**src/hdl/swm_pkg.sv**
```systemverilog
// Shared constants, types and register layout of the supply wake monitor.
package swm_pkg;
    // Register byte offsets on the Wishbone bus.
    localparam logic [7:0] ADR_CTRL = 8'h00;
    localparam logic [7:0] ADR_THRESH = 8'h04;
    localparam logic [7:0] ADR_STATUS = 8'h08;
    localparam logic [7:0] ADR_EVENT = 8'h0c;
    localparam logic [7:0] ADR_MASK = 8'h10;
    localparam logic [7:0] ADR_PSMAP = 8'h14;
    // Control register fields.
    localparam int CTRL_LOWER_SEL = 0;
    localparam int CTRL_UPPER_SEL = 1;
    localparam int CTRL_BATT_DIS = 2;
    // Event register fields, also the clear bits on write.
    localparam int EVT_VOLT = 0;
    localparam int EVT_PWR_ON = 1;
    // Mask register field.
    localparam int MASK_VOLT = 0;
    // Status register fields.
    localparam int ST_REGION_LSB = 0;
    localparam int ST_ACTIVE = 2;
    localparam int ST_IN_WINDOW = 3;
    localparam int ST_VOLT = 4;
    localparam int ST_PWR_ON = 5;
    // Threshold register byte lanes.
    localparam int TH_LOW_LSB = 0;
    localparam int TH_CRIT_LSB = 8;
    localparam int TH_SUPER_LSB = 16;
    // Reset values.
    localparam logic [7:0] TH_LOW_RST = 8'h40;
    localparam logic [7:0] TH_CRIT_RST = 8'h60;
    localparam logic [7:0] TH_SUPER_RST = 8'hc0;
    localparam logic [7:0] PSMAP_RST = 8'he4;
    localparam logic UPPER_SEL_RST = 1'b0;
    localparam logic BATT_DIS_RST = 1'b1;
    localparam logic MASK_VOLT_RST = 1'b0;
    // Fixed hysteresis of each threshold, in threshold code steps.
    localparam logic [7:0] HYS_LOW = 8'h04;
    localparam logic [7:0] HYS_CRIT = 8'h04;
    localparam logic [7:0] HYS_SUPER = 8'h04;
    // Timing: clock rate and the delays in their own units.
    localparam int CLK_MHZ = 20;
    localparam int DROP_TIME_US = 100;
    localparam int HOLD_DELAY_US = 1000;
    localparam int DROP_CYCLES = DROP_TIME_US * CLK_MHZ;
    localparam int HOLD_CYCLES = HOLD_DELAY_US * CLK_MHZ;
    // Cycles the strap needs to pass the synchroniser.
    localparam logic [1:0] STRAP_WAIT = 2'h3;
    // Supply power regions, also the index into the pin map.
    typedef enum logic [1:0] {
        REG_NORMAL = 2'b00,
        REG_CRIT = 2'b01,
        REG_LOW = 2'b10,
        REG_SUPER = 2'b11
    } swm_region_e;
    // Operating mode.
    typedef enum logic {
        MODE_SLEEP = 1'b0,
        MODE_ACTIVE = 1'b1
    } swm_mode_e;
    // Battery drop detector states.
    typedef enum logic [1:0] {
        BAT_IDLE = 2'b00,
        BAT_TIMING = 2'b01,
        BAT_ARMED = 2'b10
    } swm_batt_e;
    // Supply comparator results, high when the supply is above.
    typedef struct packed {
        logic above_super;
        logic above_crit;
        logic above_low;
    } swm_cmp_s;
    // Threshold codes driven to the analog comparators.
    typedef struct packed {
        logic [7:0] super_th;
        logic [7:0] crit_th;
        logic [7:0] low_th;
    } swm_th_s;
endpackage

```
**src/hdl/swm_batt_detect.sv**
```systemverilog
`timescale 1ns/1ps
// Battery interruption detector: a long drop followed by a restore.
module swm_batt_detect #(
    parameter int DROP_CYCLES = swm_pkg::DROP_CYCLES
) (
    input wire logic i_ref_clk,
    input wire logic i_rst,
    input wire logic i_enable,
    input wire logic i_below_drop,
    input wire logic i_above_restore,
    output logic o_event,
    output swm_pkg::swm_batt_e o_state
);
    localparam int CW = $clog2(DROP_CYCLES + 1);
    localparam logic [CW-1:0] LAST = CW'(DROP_CYCLES - 1);
    logic [CW-1:0] cnt_q; // Cycles spent below the drop level.

    // Drop timer and state; a disabled detector rests in idle.
    always_ff @(posedge i_ref_clk or posedge i_rst) begin
        if (i_rst) begin
            o_state <= swm_pkg::BAT_IDLE;
            cnt_q <= '0;
            o_event <= 1'b0;
        end else begin
            o_event <= 1'b0;
            if (!i_enable) begin
                o_state <= swm_pkg::BAT_IDLE;
                cnt_q <= '0;
            end else begin
                unique case (o_state)
                    swm_pkg::BAT_IDLE: begin
                        // The timer starts on any cycle that finds the level below the drop level.
                        cnt_q <= '0;
                        if (i_below_drop) begin
                            o_state <= swm_pkg::BAT_TIMING;
                        end
                    end
                    swm_pkg::BAT_TIMING: begin
                        if (!i_below_drop) begin
                            // A dip shorter than the drop time is forgotten.
                            o_state <= swm_pkg::BAT_IDLE;
                        end else if (cnt_q == LAST) begin
                            o_state <= swm_pkg::BAT_ARMED;
                        end else begin
                            cnt_q <= cnt_q + 1'b1;
                        end
                    end
                    swm_pkg::BAT_ARMED: begin
                        // Only the higher restore level fires the event.
                        if (i_above_restore) begin
                            o_event <= 1'b1;
                            o_state <= swm_pkg::BAT_IDLE;
                        end
                    end
                    default: begin
                        o_state <= swm_pkg::BAT_IDLE;
                    end
                endcase
            end
        end
    end
endmodule

```
**src/hdl/swm_sync.sv**
```systemverilog
`timescale 1ns/1ps
// Two flip-flop synchroniser for a vector of independent levels.
module swm_sync #(
    parameter int WIDTH = 8
) (
    input wire logic i_ref_clk,
    input wire logic i_rst,
    input wire logic [WIDTH-1:0] i_async,
    output logic [WIDTH-1:0] o_sync
);
    logic [WIDTH-1:0] meta_q; // First stage, read only by the second.

    // Both stages clear to zero and then follow the inputs.
    always_ff @(posedge i_ref_clk or posedge i_rst) begin
        if (i_rst) begin
            meta_q <= '0;
            o_sync <= '0;
        end else begin
            meta_q <= i_async;
            o_sync <= meta_q;
        end
    end
endmodule

```
**src/hdl/swm_top.sv**
```systemverilog
`timescale 1ns/1ps
module swm_top #(
    parameter int DROP_CYCLES = swm_pkg::DROP_CYCLES,
    parameter int HOLD_CYCLES = swm_pkg::HOLD_CYCLES
) (
    input wire logic i_ref_clk,
    input wire logic i_rst,
    input wire logic i_wb_cyc,
    input wire logic i_wb_stb,
    input wire logic i_wb_we,
    input wire logic [7:0] i_wb_adr,
    input wire logic [31:0] i_wb_dat,
    input wire logic [3:0] i_wb_sel,
    output logic [31:0] o_wb_dat,
    output logic o_wb_ack,
    input wire swm_pkg::swm_cmp_s i_cmp,
    input wire logic i_batt_below_drop,
    input wire logic i_batt_above_restore,
    input wire logic i_wake_high_strap,
    input wire logic i_power_hold_in_n,
    input wire logic i_activity,
    output swm_pkg::swm_th_s o_th,
    output logic o_power_state_hi_pin,
    output logic o_power_state_lo_pin,
    output logic o_int_n,
    output logic o_active
);
    localparam int HW = $clog2(HOLD_CYCLES + 1);
    localparam logic [HW-1:0] HOLD_LAST = HW'(HOLD_CYCLES - 1);

    // Returns the threshold lowered by its hysteresis while above it.
    function automatic logic [7:0] hys_th(
        input logic [7:0] th,
        input logic [7:0] hys,
        input logic above
    );
        logic [7:0] r;
        r = th;
        if (above) begin
            r = (th > hys) ? (th - hys) : 8'h00;
        end
        return r;
    endfunction

    // Looks up the two-pin code of a region in the pin map table.
    function automatic logic [1:0] ps_code(
        input logic [7:0] map,
        input swm_pkg::swm_region_e reg_sel
    );
        logic [1:0] r;
        r = 2'b00;
        unique case (reg_sel)
            swm_pkg::REG_NORMAL: r = map[1:0];
            swm_pkg::REG_CRIT: r = map[3:2];
            swm_pkg::REG_LOW: r = map[5:4];
            swm_pkg::REG_SUPER: r = map[7:6];
        endcase
        return r;
    endfunction

    logic [7:0] async_in; // Raw outside levels.
    logic [7:0] sync_in; // The same levels after two flops.
    swm_pkg::swm_cmp_s cmp_s; // Synchronised supply comparators.
    logic below_drop_s; // Synchronised battery drop level.
    logic above_restore_s; // Synchronised battery restore level.
    logic strap_s; // Synchronised wake strap.
    logic hold_n_s; // Synchronised hold input, low holds active.
    logic activity_s; // Synchronised qualified activity.

    logic lower_sel_q; // Lower wake bound select.
    logic upper_sel_q; // Upper wake bound select.
    logic batt_dis_q; // Battery detection disable.
    logic [1:0] strap_cnt_q; // Wait for the strap to settle.
    logic [7:0] th_low_q; // Low threshold code.
    logic [7:0] th_crit_q; // Critical threshold code.
    logic [7:0] th_super_q; // Super threshold code.
    logic [7:0] psmap_q; // Region to pin code table.
    logic mask_volt_q; // Voltage event mask.
    logic volt_flag_q; // Voltage event flag.
    logic po_flag_q; // Power-on event flag.
    logic pu_pend_q; // Power-up not yet seen by the detector.
    swm_pkg::swm_mode_e mode_q; // Operating mode.
    logic [HW-1:0] hold_cnt_q; // Hold release delay counter.
    swm_pkg::swm_region_e region_q; // Region shown in status.
    swm_pkg::swm_region_e region_now; // Region decoded this cycle.
    logic in_window; // Supply inside the allowed wake window.
    logic batt_evt; // One-cycle battery interruption pulse.
    swm_pkg::swm_batt_e batt_state; // Detector state.
    logic pu_evt; // Power-up counted as battery event.
    logic any_batt; // Either kind of battery event.
    logic bus_req; // Bus request at the acking edge.
    logic wr_en; // Write takes effect this edge.
    logic [31:0] rdata; // Read data before the output flop.
    logic [31:0] status_word; // Status register image.
    logic clr_v; // Software clear of the voltage flag.
    logic clr_p; // Software clear of the power-on flag.

    assign async_in = {i_cmp, i_batt_below_drop, i_batt_above_restore,
                       i_wake_high_strap, i_power_hold_in_n, i_activity};

    // All outside levels are brought into the clock domain first.
    swm_sync #(
        .WIDTH(8)
    ) u_sync (
        .i_ref_clk(i_ref_clk),
        .i_rst(i_rst),
        .i_async(async_in),
        .o_sync(sync_in)
    );

    assign cmp_s = sync_in[7:5];
    assign below_drop_s = sync_in[4];
    assign above_restore_s = sync_in[3];
    assign strap_s = sync_in[2];
    assign hold_n_s = sync_in[1];
    assign activity_s = sync_in[0];

    assign bus_req = i_wb_cyc && i_wb_stb && o_wb_ack;
    assign wr_en = bus_req && i_wb_we;

    // Region decode from the synchronised comparators.
    always_comb begin
        if (cmp_s.above_super) begin
            region_now = swm_pkg::REG_SUPER;
        end else if (cmp_s.above_crit) begin
            region_now = swm_pkg::REG_NORMAL;
        end else if (cmp_s.above_low) begin
            region_now = swm_pkg::REG_CRIT;
        end else begin
            region_now = swm_pkg::REG_LOW;
        end
    end

    // Wake window from the two select bits.
    always_comb begin
        logic lo_ok;
        logic hi_ok;
        lo_ok = lower_sel_q ? cmp_s.above_crit : cmp_s.above_low;
        hi_ok = upper_sel_q || !cmp_s.above_super;
        in_window = lo_ok && hi_ok;
    end

    // Control bits; the lower select default comes from the strap.
    always_ff @(posedge i_ref_clk or posedge i_rst) begin
        if (i_rst) begin
            lower_sel_q <= 1'b0;
            upper_sel_q <= swm_pkg::UPPER_SEL_RST;
            batt_dis_q <= swm_pkg::BATT_DIS_RST;
            strap_cnt_q <= 2'h0;
        end else if (strap_cnt_q != swm_pkg::STRAP_WAIT) begin
            // The strap is caught once, after it has crossed the sync.
            strap_cnt_q <= strap_cnt_q + 2'h1;
            if (strap_cnt_q == swm_pkg::STRAP_WAIT - 2'h1) begin
                lower_sel_q <= strap_s;
            end
        end else if (wr_en && i_wb_adr == swm_pkg::ADR_CTRL && i_wb_sel[0]) begin
            lower_sel_q <= i_wb_dat[swm_pkg::CTRL_LOWER_SEL];
            upper_sel_q <= i_wb_dat[swm_pkg::CTRL_UPPER_SEL];
            batt_dis_q <= i_wb_dat[swm_pkg::CTRL_BATT_DIS];
        end
    end

    // Threshold register, one byte lane per threshold.
    always_ff @(posedge i_ref_clk or posedge i_rst) begin
        if (i_rst) begin
            th_low_q <= swm_pkg::TH_LOW_RST;
            th_crit_q <= swm_pkg::TH_CRIT_RST;
            th_super_q <= swm_pkg::TH_SUPER_RST;
        end else if (wr_en && i_wb_adr == swm_pkg::ADR_THRESH) begin
            if (i_wb_sel[0]) begin
                th_low_q <= i_wb_dat[swm_pkg::TH_LOW_LSB +: 8];
            end
            if (i_wb_sel[1]) begin
                th_crit_q <= i_wb_dat[swm_pkg::TH_CRIT_LSB +: 8];
            end
            if (i_wb_sel[2]) begin
                th_super_q <= i_wb_dat[swm_pkg::TH_SUPER_LSB +: 8];
            end
        end
    end

    // Pin map table and mask register.
    always_ff @(posedge i_ref_clk or posedge i_rst) begin
        if (i_rst) begin
            psmap_q <= swm_pkg::PSMAP_RST;
            mask_volt_q <= swm_pkg::MASK_VOLT_RST;
        end else begin
            if (wr_en && i_wb_adr == swm_pkg::ADR_PSMAP && i_wb_sel[0]) begin
                psmap_q <= i_wb_dat[7:0];
            end
            if (wr_en && i_wb_adr == swm_pkg::ADR_MASK && i_wb_sel[0]) begin
                mask_volt_q <= i_wb_dat[swm_pkg::MASK_VOLT];
            end
        end
    end

    // Threshold codes to the comparators, shifted down while above.
    always_ff @(posedge i_ref_clk or posedge i_rst) begin
        if (i_rst) begin
            o_th <= '0;
        end else begin
            o_th.low_th <= hys_th(th_low_q, swm_pkg::HYS_LOW, cmp_s.above_low);
            o_th.crit_th <= hys_th(th_crit_q, swm_pkg::HYS_CRIT, cmp_s.above_crit);
            o_th.super_th <= hys_th(th_super_q, swm_pkg::HYS_SUPER,
                                    cmp_s.above_super);
        end
    end

    // Battery interruption detector.
    swm_batt_detect #(
        .DROP_CYCLES(DROP_CYCLES)
    ) u_batt (
        .i_ref_clk(i_ref_clk),
        .i_rst(i_rst),
        .i_enable(!batt_dis_q),
        .i_below_drop(below_drop_s),
        .i_above_restore(above_restore_s),
        .o_event(batt_evt),
        .o_state(batt_state)
    );

    // Power-up is presented once to an enabled detector.
    assign pu_evt = pu_pend_q && !batt_dis_q;
    assign any_batt = batt_evt || pu_evt;

    // Pending power-up marker, spent on first enabled cycle.
    always_ff @(posedge i_ref_clk or posedge i_rst) begin
        if (i_rst) begin
            pu_pend_q <= 1'b1;
        end else if (pu_evt) begin
            pu_pend_q <= 1'b0;
        end
    end

    // Mode machine with the hold release delay.
    always_ff @(posedge i_ref_clk or posedge i_rst) begin
        if (i_rst) begin
            mode_q <= swm_pkg::MODE_ACTIVE;
            hold_cnt_q <= '0;
        end else begin
            unique case (mode_q)
                swm_pkg::MODE_ACTIVE: begin
                    if (!hold_n_s || (activity_s && region_now != swm_pkg::REG_LOW)) begin
                        // Held, or kept up by activity outside the low region.
                        hold_cnt_q <= '0;
                    end else if (region_now == swm_pkg::REG_LOW) begin
                        mode_q <= swm_pkg::MODE_SLEEP;
                        hold_cnt_q <= '0;
                    end else if (hold_cnt_q == HOLD_LAST) begin
                        mode_q <= swm_pkg::MODE_SLEEP;
                        hold_cnt_q <= '0;
                    end else begin
                        hold_cnt_q <= hold_cnt_q + 1'b1;
                    end
                end
                swm_pkg::MODE_SLEEP: begin
                    hold_cnt_q <= '0;
                    // Any wake source still needs the supply in the window.
                    if (in_window && (activity_s || any_batt)) begin
                        mode_q <= swm_pkg::MODE_ACTIVE;
                    end
                end
            endcase
        end
    end

    // Region status and the power-state pins.
    always_ff @(posedge i_ref_clk or posedge i_rst) begin
        if (i_rst) begin
            region_q <= swm_pkg::REG_NORMAL;
            o_power_state_hi_pin <= 1'b0;
            o_power_state_lo_pin <= 1'b0;
        end else if (mode_q == swm_pkg::MODE_ACTIVE || any_batt) begin
            region_q <= region_now;
            {o_power_state_hi_pin, o_power_state_lo_pin}
                <= ps_code(psmap_q, region_now);
        end
    end

    // Write-one-to-clear strobes of the two event flags.
    assign clr_v = wr_en && i_wb_adr == swm_pkg::ADR_EVENT && i_wb_sel[0]
                   && i_wb_dat[swm_pkg::EVT_VOLT];
    assign clr_p = wr_en && i_wb_adr == swm_pkg::ADR_EVENT && i_wb_sel[0]
                   && i_wb_dat[swm_pkg::EVT_PWR_ON];

    // Event flags: hardware set wins over a software clear.
    always_ff @(posedge i_ref_clk or posedge i_rst) begin
        if (i_rst) begin
            volt_flag_q <= 1'b0;
            po_flag_q <= 1'b1;
        end else begin
            if (mode_q == swm_pkg::MODE_ACTIVE && region_now != region_q) begin
                volt_flag_q <= 1'b1;
            end else if (clr_v) begin
                volt_flag_q <= 1'b0;
            end
            if (any_batt) begin
                po_flag_q <= 1'b1;
            end else if (clr_p) begin
                po_flag_q <= 1'b0;
            end
        end
    end

    // Active-low interrupt from the flags.
    always_ff @(posedge i_ref_clk or posedge i_rst) begin
        if (i_rst) begin
            o_int_n <= 1'b1;
        end else begin
            o_int_n <= !((volt_flag_q && !mask_volt_q) || po_flag_q);
        end
    end

    // Mode seen from outside.
    always_ff @(posedge i_ref_clk or posedge i_rst) begin
        if (i_rst) begin
            o_active <= 1'b0;
        end else begin
            o_active <= (mode_q == swm_pkg::MODE_ACTIVE);
        end
    end

    // Status image.
    always_comb begin
        status_word = 32'h0000_0000;
        status_word[swm_pkg::ST_REGION_LSB +: 2] = region_q;
        status_word[swm_pkg::ST_ACTIVE] = (mode_q == swm_pkg::MODE_ACTIVE);
        status_word[swm_pkg::ST_IN_WINDOW] = in_window;
        status_word[swm_pkg::ST_VOLT] = volt_flag_q;
        status_word[swm_pkg::ST_PWR_ON] = po_flag_q;
    end

    // Read mux; unmapped addresses read as zero.
    always_comb begin
        rdata = 32'h0000_0000;
        unique case (i_wb_adr)
            swm_pkg::ADR_CTRL: begin
                rdata[swm_pkg::CTRL_LOWER_SEL] = lower_sel_q;
                rdata[swm_pkg::CTRL_UPPER_SEL] = upper_sel_q;
                rdata[swm_pkg::CTRL_BATT_DIS] = batt_dis_q;
            end
            swm_pkg::ADR_THRESH: begin
                rdata[23:0] = {th_super_q, th_crit_q, th_low_q};
            end
            swm_pkg::ADR_STATUS: begin
                rdata = status_word;
            end
            swm_pkg::ADR_EVENT: begin
                rdata[swm_pkg::EVT_VOLT] = volt_flag_q;
                rdata[swm_pkg::EVT_PWR_ON] = po_flag_q;
            end
            swm_pkg::ADR_MASK: begin
                rdata[swm_pkg::MASK_VOLT] = mask_volt_q;
            end
            swm_pkg::ADR_PSMAP: begin
                rdata[7:0] = psmap_q;
            end
            default: begin
                rdata = 32'h0000_0000;
            end
        endcase
    end

    // Wishbone answer: ack one cycle after the request, for one cycle.
    always_ff @(posedge i_ref_clk or posedge i_rst) begin
        if (i_rst) begin
            o_wb_ack <= 1'b0;
            o_wb_dat <= 32'h0000_0000;
        end else begin
            o_wb_ack <= i_wb_cyc && i_wb_stb && !o_wb_ack;
            if (i_wb_cyc && i_wb_stb && !o_wb_ack) begin
                o_wb_dat <= rdata;
            end
        end
    end
endmodule

```
**config.mk**
```make
export PLATFORM = sky130hd
export DESIGN_NAME = swm_top
export DESIGN_NICKNAME = d
export VERILOG_FILES = /design/src/hdl/swm_pkg.sv /design/src/hdl/swm_batt_detect.sv /design/src/hdl/swm_sync.sv /design/src/hdl/swm_top.sv
export SDC_FILE = /design/constraint.sdc
export NUM_CORES = 1
export LEC_CHECK = 0
export BUFFER_PORTS_ARGS = -buffer_cell sky130_fd_sc_hd__buf_2
export CAP_MARGIN = 5
export CORE_MARGIN = 1
export CORE_UTILIZATION = 45
export CTS_BUF_LIST = sky130_fd_sc_hd__clkbuf_4 sky130_fd_sc_hd__clkbuf_8 sky130_fd_sc_hd__clkbuf_16
export CTS_CLUSTER_SIZE = 20
export DETAILED_ROUTE_END_ITERATION = 12
export GPL_ROUTABILITY_DRIVEN = 1
export HOLD_SLACK_MARGIN = 0.1
export MAX_ROUTING_LAYER = met4
export PLACE_DENSITY = 0.65
export SLEW_MARGIN = 25
export SYNTH_ARGS = -nofsm -noshare
export SYNTH_HDL_FRONTEND = slang
export SYNTH_SLANG_ARGS = --single-unit
```
**constraint.sdc**
```tcl
create_clock -name i_ref_clk -period 5.7 [get_ports i_ref_clk]
set_input_delay 0.285 -clock i_ref_clk [delete_from_list [all_inputs] [get_ports i_ref_clk]]
set_output_delay 0.285 -clock i_ref_clk [all_outputs]
set_load 0.01 [all_outputs]
```
## Word-level counts from Yosys, hierarchy flattened

Index checks and enable logic that the tools add are counted.
W data, S select, Z words.

| storage, ports and cells | value |
|---|---|
| bits in registers | 142 |
| input bits | 57 |
| word-level logic and storage cells | 154 |

| cells by class | value |
|---|---|
| add/subtract/negate cells | 6 |
| order comparisons | 3 |
| equal/unequal tests | 22 |
| multiplexer cells | 45 |
| bitwise operators | 2 |
| reduce and logical (&&, ||, !) cells | 47 |

Operators by type and width:

| cell | number |
|---|---|
| $mux W8 | 6 |
| $mux W15 | 3 |
| $mux W11 | 3 |
| $pmux W15 S2 | 1 |
| $gt A8 B3 Y1 const B | 3 |
| $sub A8 B3 Y8 const B | 3 |
| $pmux W11 S2 | 1 |
| $logic_and A1 B1 Y1 | 21 |
| $eq A8 B4 Y1 const B | 2 |
| $eq A8 B5 Y1 const B | 2 |
| $mux W16 | 1 |
| $mux W2 | 8 |
| $add A15 B1 Y15 const B | 1 |
| $eq A15 B15 Y1 const B | 1 |
| $mux W1 | 15 |
| $pmux W5 S3 | 1 |
| $ne A3 B3 Y1 const B | 4 |
| $add A11 B1 Y11 const B | 1 |
| $eq A11 B11 Y1 const B | 1 |
| $reduce_and A2 Y1 | 5 |
| $eq A2 B2 Y1 const B | 4 |
| $eq A8 B3 Y1 const B | 1 |
| $logic_not A8 Y1 | 1 |
| $pmux W2 S4 | 1 |
| 18 further kinds | 35 |

## Depth between registers and ports, before layout

Gate-level depths: netlist (run 1).

| depth | value |
|---|---|
| depth in word-level cells | 8 |
| gate-level depth with buffers | 8 |

## Modules after synthesis

From an unflattened synthesis (run 1), not the netlist that was laid out.

| second synthesis, totals | value |
|---|---|
| cell total of the unflattened synthesis | 562 |
| area total of the unflattened synthesis | 6427.4 um^2 |

By module, submodules not included:

| module | times used | cells an instance | area an instance (um^2) |
|---|---|---|---|
| swm_top | 1 | 457 | 5177.5 |
| swm_batt_detect | 1 | 88 | 845.8 |
| swm_sync | 1 | 17 | 404.1 |

## Least setup slack after synthesis (run 1)

No wires, ideal clock.

| path | value |
|---|---|
| path type | register -> register |
| start | register o_wb_ack |
| end | register psmap_q[0] |
| setup time | 125 ps |
| arrival time | 1793 ps |
| required time | 5575 ps |
| setup slack | 3783 ps |
| stages on the path, launching flop included | 5 |
| path buffers | 0 |
| cell sequence | dfrtp_1 -> nand4_1 -> or4_4 -> nor2_4 -> mux2_2 |

| on the way | value |
|---|---|
| cells in the longest elaborated chain, start to end | 4 |

RTL lines:

| element | RTL line | RTL |
|---|---|---|
| from (decl) | swm_top.sv:15 | `output logic o_wb_ack,` |
| from (signal assigned) | swm_top.sv:370 | `o_wb_ack <= i_wb_cyc && i_wb_stb && !o_wb_ack;` |
| $logic_and A1 B1 Y1 | swm_top.sv:118 | `assign bus_req = i_wb_cyc && i_wb_stb && o_wb_ack;` |
| $logic_and A1 B1 Y1 | swm_top.sv:119 | `assign wr_en = bus_req && i_wb_we;` |
| $logic_and A1 B1 Y1 (2 in series) | swm_top.sv:188 | `if (wr_en && i_wb_adr == swm_pkg::ADR_PSMAP && i_wb_sel[0]) begin` |
| to (signal assigned) | swm_top.sv:185 | `psmap_q <= swm_pkg::PSMAP_RST;` |
| to (signal assigned) | swm_top.sv:189 | `psmap_q <= i_wb_dat[7:0];` |
| to (decl) | swm_top.sv:77 | `logic [7:0] psmap_q;` |

Every way passes these cells.
A chain may end at the register's enable or synchronous reset.

## Final worst setup path (run 1)

| path | value |
|---|---|
| start | register o_wb_ack |
| end | register psmap_q[1] |

The elaborated chain is that of the path after synthesis.

==> results of run 1 <==
## area by class of cell
type | instances | area share
Sequential cell | 142 | 0.4585
Multi-Input combinational cell | 370 | 0.3316
Timing Repair Buffer | 121 | 0.09060
Clock buffer | 21 | 0.06088
Tap cell | 180 | 0.02892
Clock inverter | 11 | 0.01783
Inverter | 23 | 0.01173
## logic make-up (layout without fill, tap and decap cells)
group | after synthesis | after routing
buffers and inverters | 50 | 176
XOR/XNOR | 21 | 21
other | 1 | 8
adder cells (fa/ha/maj) | 10 | 10
AND/OR/NAND/NOR | 189 | 189
AO/OA/AOI/OAI | 91 | 91
multiplexers | 51 | 51
flip-flops | 142 | 142
## metrics by stage
step | cell area, um^2 | std cells
3_5_place_dp | 6980 | 817
6_report | 7789 | 868
4_1_cts | 7784 | 868
3_3_place_gp | 6980 | 817
2_1_floorplan | 6372 | 562
5_1_grt | 7789 | 868
## power by group
| part | switching [mW] | total [mW] | leakage (nW) | internal [mW] |
|---|---|---|---|---|
| sequential | 0.0208 | 1.05 | 1.86 | 1.03 |
| combinational | 0.0709 | 0.119 | 1.59 | 0.0478 |
| clock | 0.409 | 1.13 | 0.302 | 0.724 |
## flip-flops by register name (all words and copies together) (netlist names), 2 cells and up
register,cells
th_super_q,8
hold_cnt_q,15
u_batt.o_state,2
u_sync.meta_q,8
o_th,24
th_crit_q,8
u_batt.cnt_q,11
region_q,2
u_sync.o_sync,8
th_low_q,8
o_wb_dat,24
psmap_q,8
strap_cnt_q,2
## cell usage in the layout (no fill, tap or decap), types with 17 or more instances in the layout
| cell | n |
|---|---|
| inv_1 | 22 |
| mux2_2 | 38 |
| nor2_1 | 34 |
| clkbuf_16 | 17 |
| dfrtp_1 | 128 |
| o21ai_0 | 26 |
| buf_2 | 100 |
| dlygate4sd3_1 | 19 |
| nand2_1 | 44 |
## worst reg2reg max path: stages (launching register included)
cell	delay (ns)
dfrtp_1	0.36
nand4_1	0.33
or4_4	0.63
nor2_4	0.28
mux2_2	0.37
## timing repair
item	CTS	global route
setup endpoints to repair	0	0
hold buffers	19	0
gates resized for setup	0	0
endpoints found under the hold margin	86	0
## metal layers
layer / global-route usage / vias to the layer above / share of wire
met5: - / - / 0
met4: 0.06790 / 0 / 0.014
met3: 0.04858 / 18 / 0.044
met2: 0.3179 / 113 / 0.48
met1: 0.2601 / 2296 / 0.46
li1: - / 2209 / -
## path summary, 6_finish.rpt
check                           depth (start not counted)                 to  slack, ns
max in group asynchronous                               4  u_batt.o_state[0]       3.85
worst min-delay path                                    2        th_low_q[7]       0.11
min in group asynchronous                               3   u_sync.meta_q[7]       0.51
worst max register to register                          4         psmap_q[1]       3.61
worst min register to register                          0   u_sync.o_sync[3]       0.35
worst max-delay path                                    4         psmap_q[1]       3.61
==> metrics.md, run 1 <==
| Metric | Value |
|---|---|
| Status | finished clean |
| Rows | 43 |
| CP Launch Type | register |
| Worst clock skew | about 0.0093 ns |
| Critical R2R Launch | o_wb_ack |
| DR vias | ~4600 |
| Dominant cells by area after synthesis | dfrtp_1, mux2_2, dfstp_2 |
| CTS buffer count | 17 |
| Syn Std Cell Area | ~0.0063 mm^2 |
| Leak Pwr | around 3.8 nW |
| I/O pin count | 118 |
| Largest family of logic cells by synthesized area | simple AND/OR/NAND/NOR gates |
| Post-place setup slack | approximately 3.5 ns |
| Post-synth top area cell | dfrtp_1 |
| WHS | approximately 0.11 ns |
| Fill count | about 1200 |
| Area growth syn-to-layout | 22.73% |
| Clk_lat worst skew | roughly 0.4 ns |
| DR vias/cell | between 5 and 6 |
| Multi-input gate area | ~0.0026 mm^2 |
| Final Net Count | between 700 and 800 |
| Ant. Diodes | 0 |
| Crit. Startpoint | o_wb_ack |
| Max Fclk | between 400 and 500 MHz |
| Asr flop ratio synth | 1.000 |
| H-tree lvl count | 4 |
| Yosys top cell area share | 0.5047 |
| Final GP Congestion | approximately 0.9 |
| Cells after Synth | 555 |
| Final wirelength | 13.34 mm |
| Post-synthesis adder-cell area fraction | 0.01972 |
| ANT nets after route | 0 |
| Die height | ~120 um |
| Gr ovfl total | 0 |
| Critical path arrival | 2.39 ns |
| XOR/XNOR Fraction of Synth Area | 0.02898 |
| Worst Path Required | about 6 ns |
| Register area | around 0.0036 mm^2 |
| Largest delay contributor family on the critical path | simple AND/OR/NAND/NOR gates |
| Post-synthesis register bit count | 142 |
| PortBufs | 100 |
| Crit path max fanout | 8 |
| Slew @ Worst Pin | roughly 0.88 ns |
| Synth Flop Type | dfrtp_1 |
| Fin. Hold Viols | 0 |
| Core area | 0.01383 mm^2 |
| Rel. slew slack | 0.4140 |
| RSZ-0062 raised after global routing | false |
| Post-synth EDFFs | 0 |
| Vias in the first global route | roughly 4400 |
| Drt first-iter violations | a little under 400 |
| Maximum clock path buffer count | 2 |
| Synth Area in Simple Gates | 0.1698 |
| Multiplexer area fraction after synthesis | 0.08793 |
| Slowest-stage cell, CP | or4_4 |
| Synth cell count leaders | dfrtp_1, nand2_1, mux2_2, nor2_1, o21ai_0 |
| TritonRoute pass-1 iters | 4 |
| DRC violations left | 0 |
| Root buffer cell | clkbuf_16 |
| Initial Util | 0.4590 |
| Part of the cycle the worst path needs | 0.3664 |
| Largest net degree at the start of global routing | 74 |
| Worst setup path class | reg -> reg |
| Setup total negative slack | 0 ns |
| Synth Area per Inst | 11.43 um^2 |
| Die width | 120.8 um |
| Synth warn | 0 |
| Register area share after synthesis | 0.5627 |
| Gr usage total | 0.2031 |
| First-pass GRT wire length | about 22 mm |
| Die Area | between 0.01 and 0.015 mm^2 |
| Hold Path Origin | i_wb_dat[7] |
| Total Power | 2.300 mW |
| Tmin final | roughly 2.1 ns |
| Crit path capture type | register |
| Layout cells sized above 1 | 0.2936 |
| Worst path cell trace | nand4_1 -> or4_4 -> nor2_4 -> mux2_2 |
| Initial antenna violation count | 0 |
| Worst setup margin | around 3.6 ns |
| Worst vdd ir | 0.0001935 V |
| Core Util, Final | 0.5633 |
| Max Slew Vio Count | 0 |
| Max-capacitance violation count | 0 |
| Clock sinks | approximately 140 |
| P per Cell Area | between 200 and 300 mW/mm^2 |
| Clock transition at path regs | 0.06 ns |
| CTS tree | done |
| DR WL/cell | around 15 um |
| Final setup viols | 0 |
| DP HPWL | ~9.3 mm |
| Compound-Gate Fraction of Synth Area | 0.09503 |
| Crit-path max cell delay | about 0.63 ns |
| Setup Fix Bufs, Post-CTS | 0 |
| Most numerous cell in the Yosys netlist | dfrtp_1 |
| Hold Path Class | in -> reg |
| Buf/Inv on CP | 0 |
| Distinct cells, synth | 59 |
Power figures use the tool's default switching activity.
==> run 2: changes to the inputs <==
- ABC_AREA: default -> 1
- PLACE_DENSITY: 0.65 -> 0.64
- clock period: 5.7 -> 2 ns (I/O delays scaled with it)
==> run 2 against run 1 <==
Net effect:
- clock skew fell by 0.0037 ns
- combinational power increased to 4.1 times the previous value
- synthesized area rose by 5.2%
- count of clock-buffer cells in the layout increased by 1
==> metrics.md, run 2 <==
| Metric | Value |
|---|---|
| Status | finished clean (unchanged) |
| Non-filler cells in the finished layout | 1130 (was 868) |
| DRC violations left | 0 (unchanged) |
| DR vias/cell | 4.846 (was 5.341) |
| First-pass GRT wire length | 24.65 mm (was 22.21 mm) |
| Placed instance count | 1062 (was 817) |
| Fin. Hold Viols | 0 (unchanged) |
| Commonest non-fill, non-tap cells in the layout | nand2_1, dfrtp_1, buf_2 (was dfrtp_1, buf_2, nand2_1) |
| Part of the cycle the worst path needs | 0.9140 |
| Largest registers | o_th x24, o_wb_dat x24, hold_cnt_q x15 (unchanged) |
| Tmin final | ~1.8 ns |
| Asr flop ratio synth | 1.000 (unchanged) |
| Setup total negative slack | 0 ns (unchanged) |
| Initial Util | 0.4612 (was 0.4590) |
| DR vias | 5476 (was 4636) |
| Max-capacitance violation count | 0 (unchanged) |
| Worst setup path class | in -> reg (was reg -> reg) |
| Yosys top cell area share | 0.4797 (was 0.5047) |
| Final setup viols | 0 (unchanged) |
| Initial antenna violation count | 1 (was 0) |
| Slew @ Worst Pin | 0.7039 ns (was 0.8790 ns) |
| Die height | 123.8 um (was 120.8 um) |
| DR WL/cell | 13.51 um (was 15.37 um) |
| Commonest non-fill, non-tap cell in the layout | nand2_1 (was dfrtp_1) |
| Worst vdd ir | 0.0005290 V (was 0.0001935 V) |
| Core Util, Final | 0.5830 (was 0.5633) |
| Critical path arrival | 2.17 ns (was 2.39 ns) |
| Largest net degree at the start of global routing | 41 (was 74) |
| Gr ovfl total | 0 (unchanged) |
| Core area | 0.01448 mm^2 (was 0.01383 mm^2) |
| Drt first-iter violations | 328 (was 394) |
| Final GP Congestion | 0.8755 (was 0.8888) |
| Max Slew Vio Count | 0 (unchanged) |
| P per Cell Area | 815.4 mW/mm^2 (was 295.3 mW/mm^2) |
| Root buffer cell | clkbuf_16 (unchanged) |
| Synth cell count leaders | nand2_1, dfrtp_1, inv_1, nor2_1, nand3_1 (was dfrtp_1, nand2_1, mux2_2, nor2_1, o21ai_0) |
| Final Net Count | 999 (was 742) |
| Rows | 44 (was 43) |
| Syn Std Cell Area | 0.006678 mm^2 (was 0.006346 mm^2) |
| Worst Path Required | 2.34 ns (was 6.00 ns) |
| H-tree lvl count | 4 (unchanged) |
| Leak Pwr | 4.205 nW (was 3.757 nW) |
| CTS buffer count | 17 (unchanged) |
| Post-synthesis register bit count | 142 (unchanged) |
| Distinct cells, synth | 36 (was 59) |
| CP Launch Type | input port (was register) |
| Worst clock skew | 0.005641 ns (was 0.009301 ns) |
| Cells after Synth | 783 (was 555) |
| Post-synth EDFFs | 0 (unchanged) |
| CTS tree | done (unchanged) |
| Area growth syn-to-layout | 26.42% (was 22.73%) |
| Max Fclk | approximately 550 MHz |
| Post-synth top area cell | dfrtp_1 (unchanged) |
| Setup Fix Bufs, Post-CTS | 0 (unchanged) |
| Clk_lat worst skew | 0.42 ns (was 0.41 ns) |
| RSZ-0062 raised after global routing | false (unchanged) |
| Vias in the first global route | 5071 (was 4444) |
| ANT nets after route | 0 (unchanged) |
| TritonRoute pass-1 iters | 5 (was 4) |
| Synth Flop Type | dfrtp_1 (unchanged) |
| Crit path max fanout | 40 (was 8) |
| Crit path capture type | register (unchanged) |
| Maximum clock path buffer count | 2 (unchanged) |
| Clock transition at path regs | 0.06 ns (about the same) |
| Most numerous cell in the Yosys netlist | nand2_1 (was dfrtp_1) |
| Rel. slew slack | 0.5297 (was 0.4140) |
| Dominant cells by area after synthesis | dfrtp_1, nand2_1, dfstp_2 (was dfrtp_1, mux2_2, dfstp_2) |
| Layout cells sized above 1 | 0.2222 (was 0.2936) |
| Die width | 123.8 um (was 120.8 um) |
| I/O pin count | 118 (unchanged) |
| Register area share after synthesis | 0.5348 (was 0.5627) |
| Clock sinks | 142 (unchanged) |
| Hold Path Class | in -> reg (unchanged) |
| Gr usage total | 0.2186 (was 0.2031) |
| DP HPWL | 11.04 mm (was 9.323 mm) |
| Final wirelength | 15.27 mm (was 13.34 mm) |
| Synth warn | 0 (unchanged) |
| Die Area | 0.01533 mm^2 (was 0.01458 mm^2) |
| Synth Area per Inst | 8.528 um^2 (was 11.43 um^2) |
| PortBufs | 100 (unchanged) |
-- run 2: cell type report --
class / instances / area (um^2)
well taps: 184 / 230.2
inverters: 105 / 397.9
repair buffers: 149 / 1018
clock buffers: 22 / 475.5
multi-input cells: 517 / 2585
fillers: 1324 / 6037
diodes: 1 / 2.502
clock inverters: 10 / 161.4
flip-flops and latches: 142 / 3571
-- run 2: worst max-delay path, stage by stage --
cell           delay (ns)
dlygate4sd3_1        0.55
buf_2                0.13
nand2_1              0.05
dlygate4sd3_1        0.56
nor2_2               0.05
inv_2                0.46
a21oi_1              0.08
a21oi_1              0.18
-- run 2: stage by stage --
| step | cell area (um^2) | total power, mW | setup WS [ns] | hold WS, ns |
|---|---|---|---|---|
| finish | 8442 | 6.883 | 0.1719 | 0.1284 |
| global placement | 7452 | 3.493 | 0.3766 | 0.2084 |
| global route | 8442 | 7.150 | 0.03319 | 0.1494 |
| detailed placement | 7452 | 3.498 | 0.2984 | 0.2093 |
| CTS | 8439 | 6.950 | 0.2171 | 0.1189 |
| floorplan | 6708 | 3.328 | 0.1344 | 0.1314 |
-- run 2: kinds of logic after synthesis --
group                    synth area share
adder cells (fa/ha/maj)           0.01874
other                           0.0005616
XOR/XNOR                          0.02886
AND/OR/NAND/NOR                    0.2531
flip-flops                         0.5348
AO/OA/AOI/OAI                     0.08188
buffers and inverters             0.08207
-- run 2: power breakdown --
part	leakage, nW	total [mW]	internal [mW]	switching (mW)
sequential	1.71	3.01	2.95	0.0606
clock	0.319	3.39	2.19	1.19
combinational	2.17	0.484	0.193	0.291
total	4.21	6.88	5.34	1.54
-- run 2: final timing paths --
check	from	end	slack, ns	cells past startpoint
max in group asynchronous	i_rst	th_super_q[6]	1.01	4
hold reg to reg	u_sync.meta_q[5]	u_sync.o_sync[5]	0.35	0
setup reg to reg	hold_cnt_q[0]	hold_cnt_q[14]	0.31	6
min in group asynchronous	i_rst	psmap_q[4]	0.34	3
hold / removal	i_wb_sel[1]	th_crit_q[6]	0.13	3
setup / recovery	i_wb_stb	o_wb_dat[1]	0.17	8
-- run 2: routing by layer --
metal | global-route usage | vias to the layer above | part of all wire | routed length [um]
li1 | - | 2789 | - | -
met1 | 0.2909 | 2545 | 0.48 | 7352
met2 | 0.3288 | 124 | 0.46 | 7012
met3 | 0.04396 | 18 | 0.044 | 675
met4 | 0.08434 | 0 | 0.015 | 231
met5 | - | - | 0 | 0
-- run 2: what timing repair did --
| item | in CTS | in global routing |
|---|---|---|
| gates resized for setup | 0 | 0 |
| endpoints found under the hold margin | 63 | 0 |
| hold buffers | 35 | 0 |
==> run 3: changes to the inputs <==
- CORE_ASPECT_RATIO: default -> 0.5
==> run 3 against run 2 <==
Net effect:
- maximum frequency is 7.8% higher
- global-route usage is 0.29 points lower
- register-to-register slack hardly changed
- count of clock-buffer cells in the layout is 5 lower
- sequential share of layout area is 0.29 points higher
- worst hold slack worse by 0.00054 ns
- critical endpoint is now o_wb_dat[12]
- highest routed layer unchanged
==> metrics.md, run 3 (synthesized netlist as in run 2, its figures left out) <==
| Metric | Value |
|---|---|
| Status | finished clean (unchanged) |
| Final Net Count | 998 (was 999) |
| Fin. Hold Viols | 0 (unchanged) |
| P per Cell Area | 806.4 mW/mm^2 (was 815.4 mW/mm^2) |
| DR vias/cell | 4.830 (was 4.846) |
| Setup total negative slack | 0 ns (unchanged) |
| DRC violations left | 0 (unchanged) |
| Total Power | 6.761 mW (was 6.883 mW) |
| Core Util, Final | 0.5795 (was 0.5830) |
| Final setup viols | 0 (unchanged) |
| Tmin final | 1.696 ns (was 1.828 ns) |
| DP HPWL | 10.60 mm (was 11.04 mm) |
| Crit path max fanout | 40 (unchanged) |
| Largest registers | o_th x24, o_wb_dat x24, hold_cnt_q x15 (unchanged) |
| DR vias | 5521 (was 5476) |
| Multi-input gate area | 0.002585 mm^2 (unchanged) |
| DR WL/cell | 13.07 um (was 13.51 um) |
| Max Fclk | 589.5 MHz (was 547.0 MHz) |
| Maximum clock path buffer count | 2 (unchanged) |
| R2R Setup Slk | 0.31 ns (about the same) |
| Clock sinks | 142 (unchanged) |
| Worst vdd ir | 0.0004747 V (was 0.0005290 V) |
| H-tree lvl count | 4 (unchanged) |
| I/O pin count | 118 (unchanged) |
| Gr usage total | 0.2158 (was 0.2186) |
| Worst clock skew | 0.009908 ns (was 0.005641 ns) |
| Drt first-iter violations | 332 (was 328) |
| Crit-path max cell delay | 0.56 ns (about the same) |
| Switching share of power | 0.2550 (was 0.2242) |
| Die Area | 0.01536 mm^2 (was 0.01533 mm^2) |
| Register area | 0.003571 mm^2 (unchanged) |
| Rows | 31 (was 44) |
| Layout cells sized above 1 | 0.2214 (was 0.2222) |
| Max-capacitance violation count | 0 (unchanged) |
| Worst path cell trace | dlygate4sd3_1 -> buf_2 -> nand2_1 -> dlygate4sd3_1 -> nor2_2 -> inv_4 -> o31ai_1 (was dlygate4sd3_1 -> buf_2 -> nand2_1 -> dlygate4sd3_1 -> nor2_2 -> inv_2 -> a21oi_1 -> a21oi_1) |
| Pint | 5.037 mW (was 5.340 mW) |
| Core area | 0.01447 mm^2 (was 0.01448 mm^2) |
| CTS buffer count | 17 (unchanged) |
| Gr ovfl total | 0 (unchanged) |
| Initial antenna violation count | 0 (was 1) |
| TritonRoute pass-1 iters | 5 (unchanged) |
| Comb pwr share | 0.069 (was 0.070) |
| Clock transition at path regs | 0.07 ns (was 0.06 ns) |
| Worst Path Required | 2.32 ns (was 2.34 ns) |
| Hold Path Class | in -> reg (unchanged) |
| First-pass GRT wire length | 24.86 mm (was 24.65 mm) |
| Buf/Inv on CP | 4 (unchanged) |
| Max Slew Vio Count | 0 (unchanged) |
| Worst setup path class | in -> reg (unchanged) |
| RSZ-0062 raised after global routing | false (unchanged) |
| Fill count | 1300 (was 1324) |
| Final GP Congestion | 0.9590 (was 0.8755) |
| Seq pwr share | 0.445 (was 0.438) |
| Crit path capture type | register (unchanged) |
| Final wirelength | 14.94 mm (was 15.27 mm) |
| Clk_lat worst skew | 0.42 ns (about the same) |
| Largest delay contributor family on the critical path | buffers and inverters (unchanged) |
| Commonest non-fill, non-tap cells in the layout | nand2_1, dfrtp_1, buf_2 (unchanged) |
| Leak Pwr | 4.161 nW (was 4.205 nW) |
| Part of the cycle the worst path needs | 0.8482 (was 0.9140) |
| Critical path arrival | 2.02 ns (was 2.17 ns) |
| Die height | 88.14 um (was 123.8 um) |
| Net Switching | 1.724 mW (was 1.543 mW) |
| Slowest-stage cell, CP | dlygate4sd3_1 (unchanged) |
| Largest net degree at the start of global routing | 86 (was 41) |
| CP Launch Type | input port (unchanged) |
| Die width | 174.3 um (was 123.8 um) |
| CTS tree | done (unchanged) |
| Area growth syn-to-layout | 25.56% (was 26.42%) |
| PortBufs | 100 (unchanged) |
| ANT nets after route | 0 (unchanged) |
| Commonest non-fill, non-tap cell in the layout | nand2_1 (unchanged) |
| Initial Util | 0.4616 (was 0.4612) |
| Crit path top cell by count | dlygate4sd3_1 |
| Root buffer cell | clkbuf_16 (unchanged) |
| Vias in the first global route | 5216 (was 5071) |
| WHS | 0.1278 ns (was 0.1284 ns) |
| Power share of the clock group | 0.486 (was 0.492) |
## run 3: cell count changes in the layout (fill, tap and decap cells not counted), sizes merged
cell and change:
clkbuf -5, clkinv -3, buf -1, clkinvlp +2, bufinv -2, inv +8
## run 3: metal layers
layer  share of wire  up-vias  track usage  routed length [um]
li1                -     2784            -                   -
met1            0.47     2596       0.2728                7084
met2            0.48      129       0.3535                7116
met3           0.039       12      0.03950                 585
met4           0.010        0      0.07337                 150
met5               0        -            -                   0
## run 3: final cells by class
type                       instances  area share
sequential                       142      0.4259
multi-input combinational        517      0.3083
timing repair buffer             148      0.1146
clock buffer                      17     0.05074
inverter                         105     0.04775
tap                              198     0.02955
clock inverter                    15     0.02283
antenna                            1   0.0002985
## run 3: worst paths after layout
| kind | from | to | cells after the start |
|---|---|---|---|
| max | i_wb_stb | o_wb_dat[12] | 7 |
| min | i_wb_sel[0] | mask_volt_q | 6 |
| max reg2reg | hold_cnt_q[0] | hold_cnt_q[14] | 6 |
| min reg2reg | u_sync.meta_q[0] | u_sync.o_sync[0] | 0 |
| max in group asynchronous | i_rst | th_super_q[7] | 4 |
| min in group asynchronous | i_rst | u_batt.cnt_q[6] | 3 |
## run 3: worst min-delay path: stages
cell	delay, ns
buf_2	0.10
inv_2	0.04
nor2_2	0.07
nand3_1	0.10
o21ai_1	0.06
inv_1	0.04
## run 3: per-stage QoR
step                instance area [um^2]  worst slack (ns)  std cells
finish                              8384            0.3035       1143
global route                        8382            0.2057       1142
CTS                                 8379            0.1588       1142
detailed placement                  7412            0.2863       1075
global placement                    7412            0.3775       1075
floorplan                           6708            0.1344        790
## run 3: power groups by stage
| stage | Combinational, mW | Sequential [mW] | Clock, mW |
|---|---|---|---|
| 3_3_place_gp | 0.413 | 3.06 | 0 |
| 3_5_place_dp | 0.420 | 3.06 | 0 |
| 5_1_grt | 0.532 | 3.02 | 3.47 |
| 2_1_floorplan | 0.275 | 3.05 | 0 |
| 4_1_cts | 0.473 | 3.01 | 3.35 |
| 6_report | 0.468 | 3.01 | 3.28 |
## run 3: what timing repair did
| action | 4_1_cts | 5_1_grt |
|---|---|---|
| hold endpoints to repair | 175 | 0 |
| setup buffers | 0 | 0 |
| resized for setup | 0 | 2 |
| setup endpoints to repair | 0 | 2 |
| hold buffers | 35 | 0 |
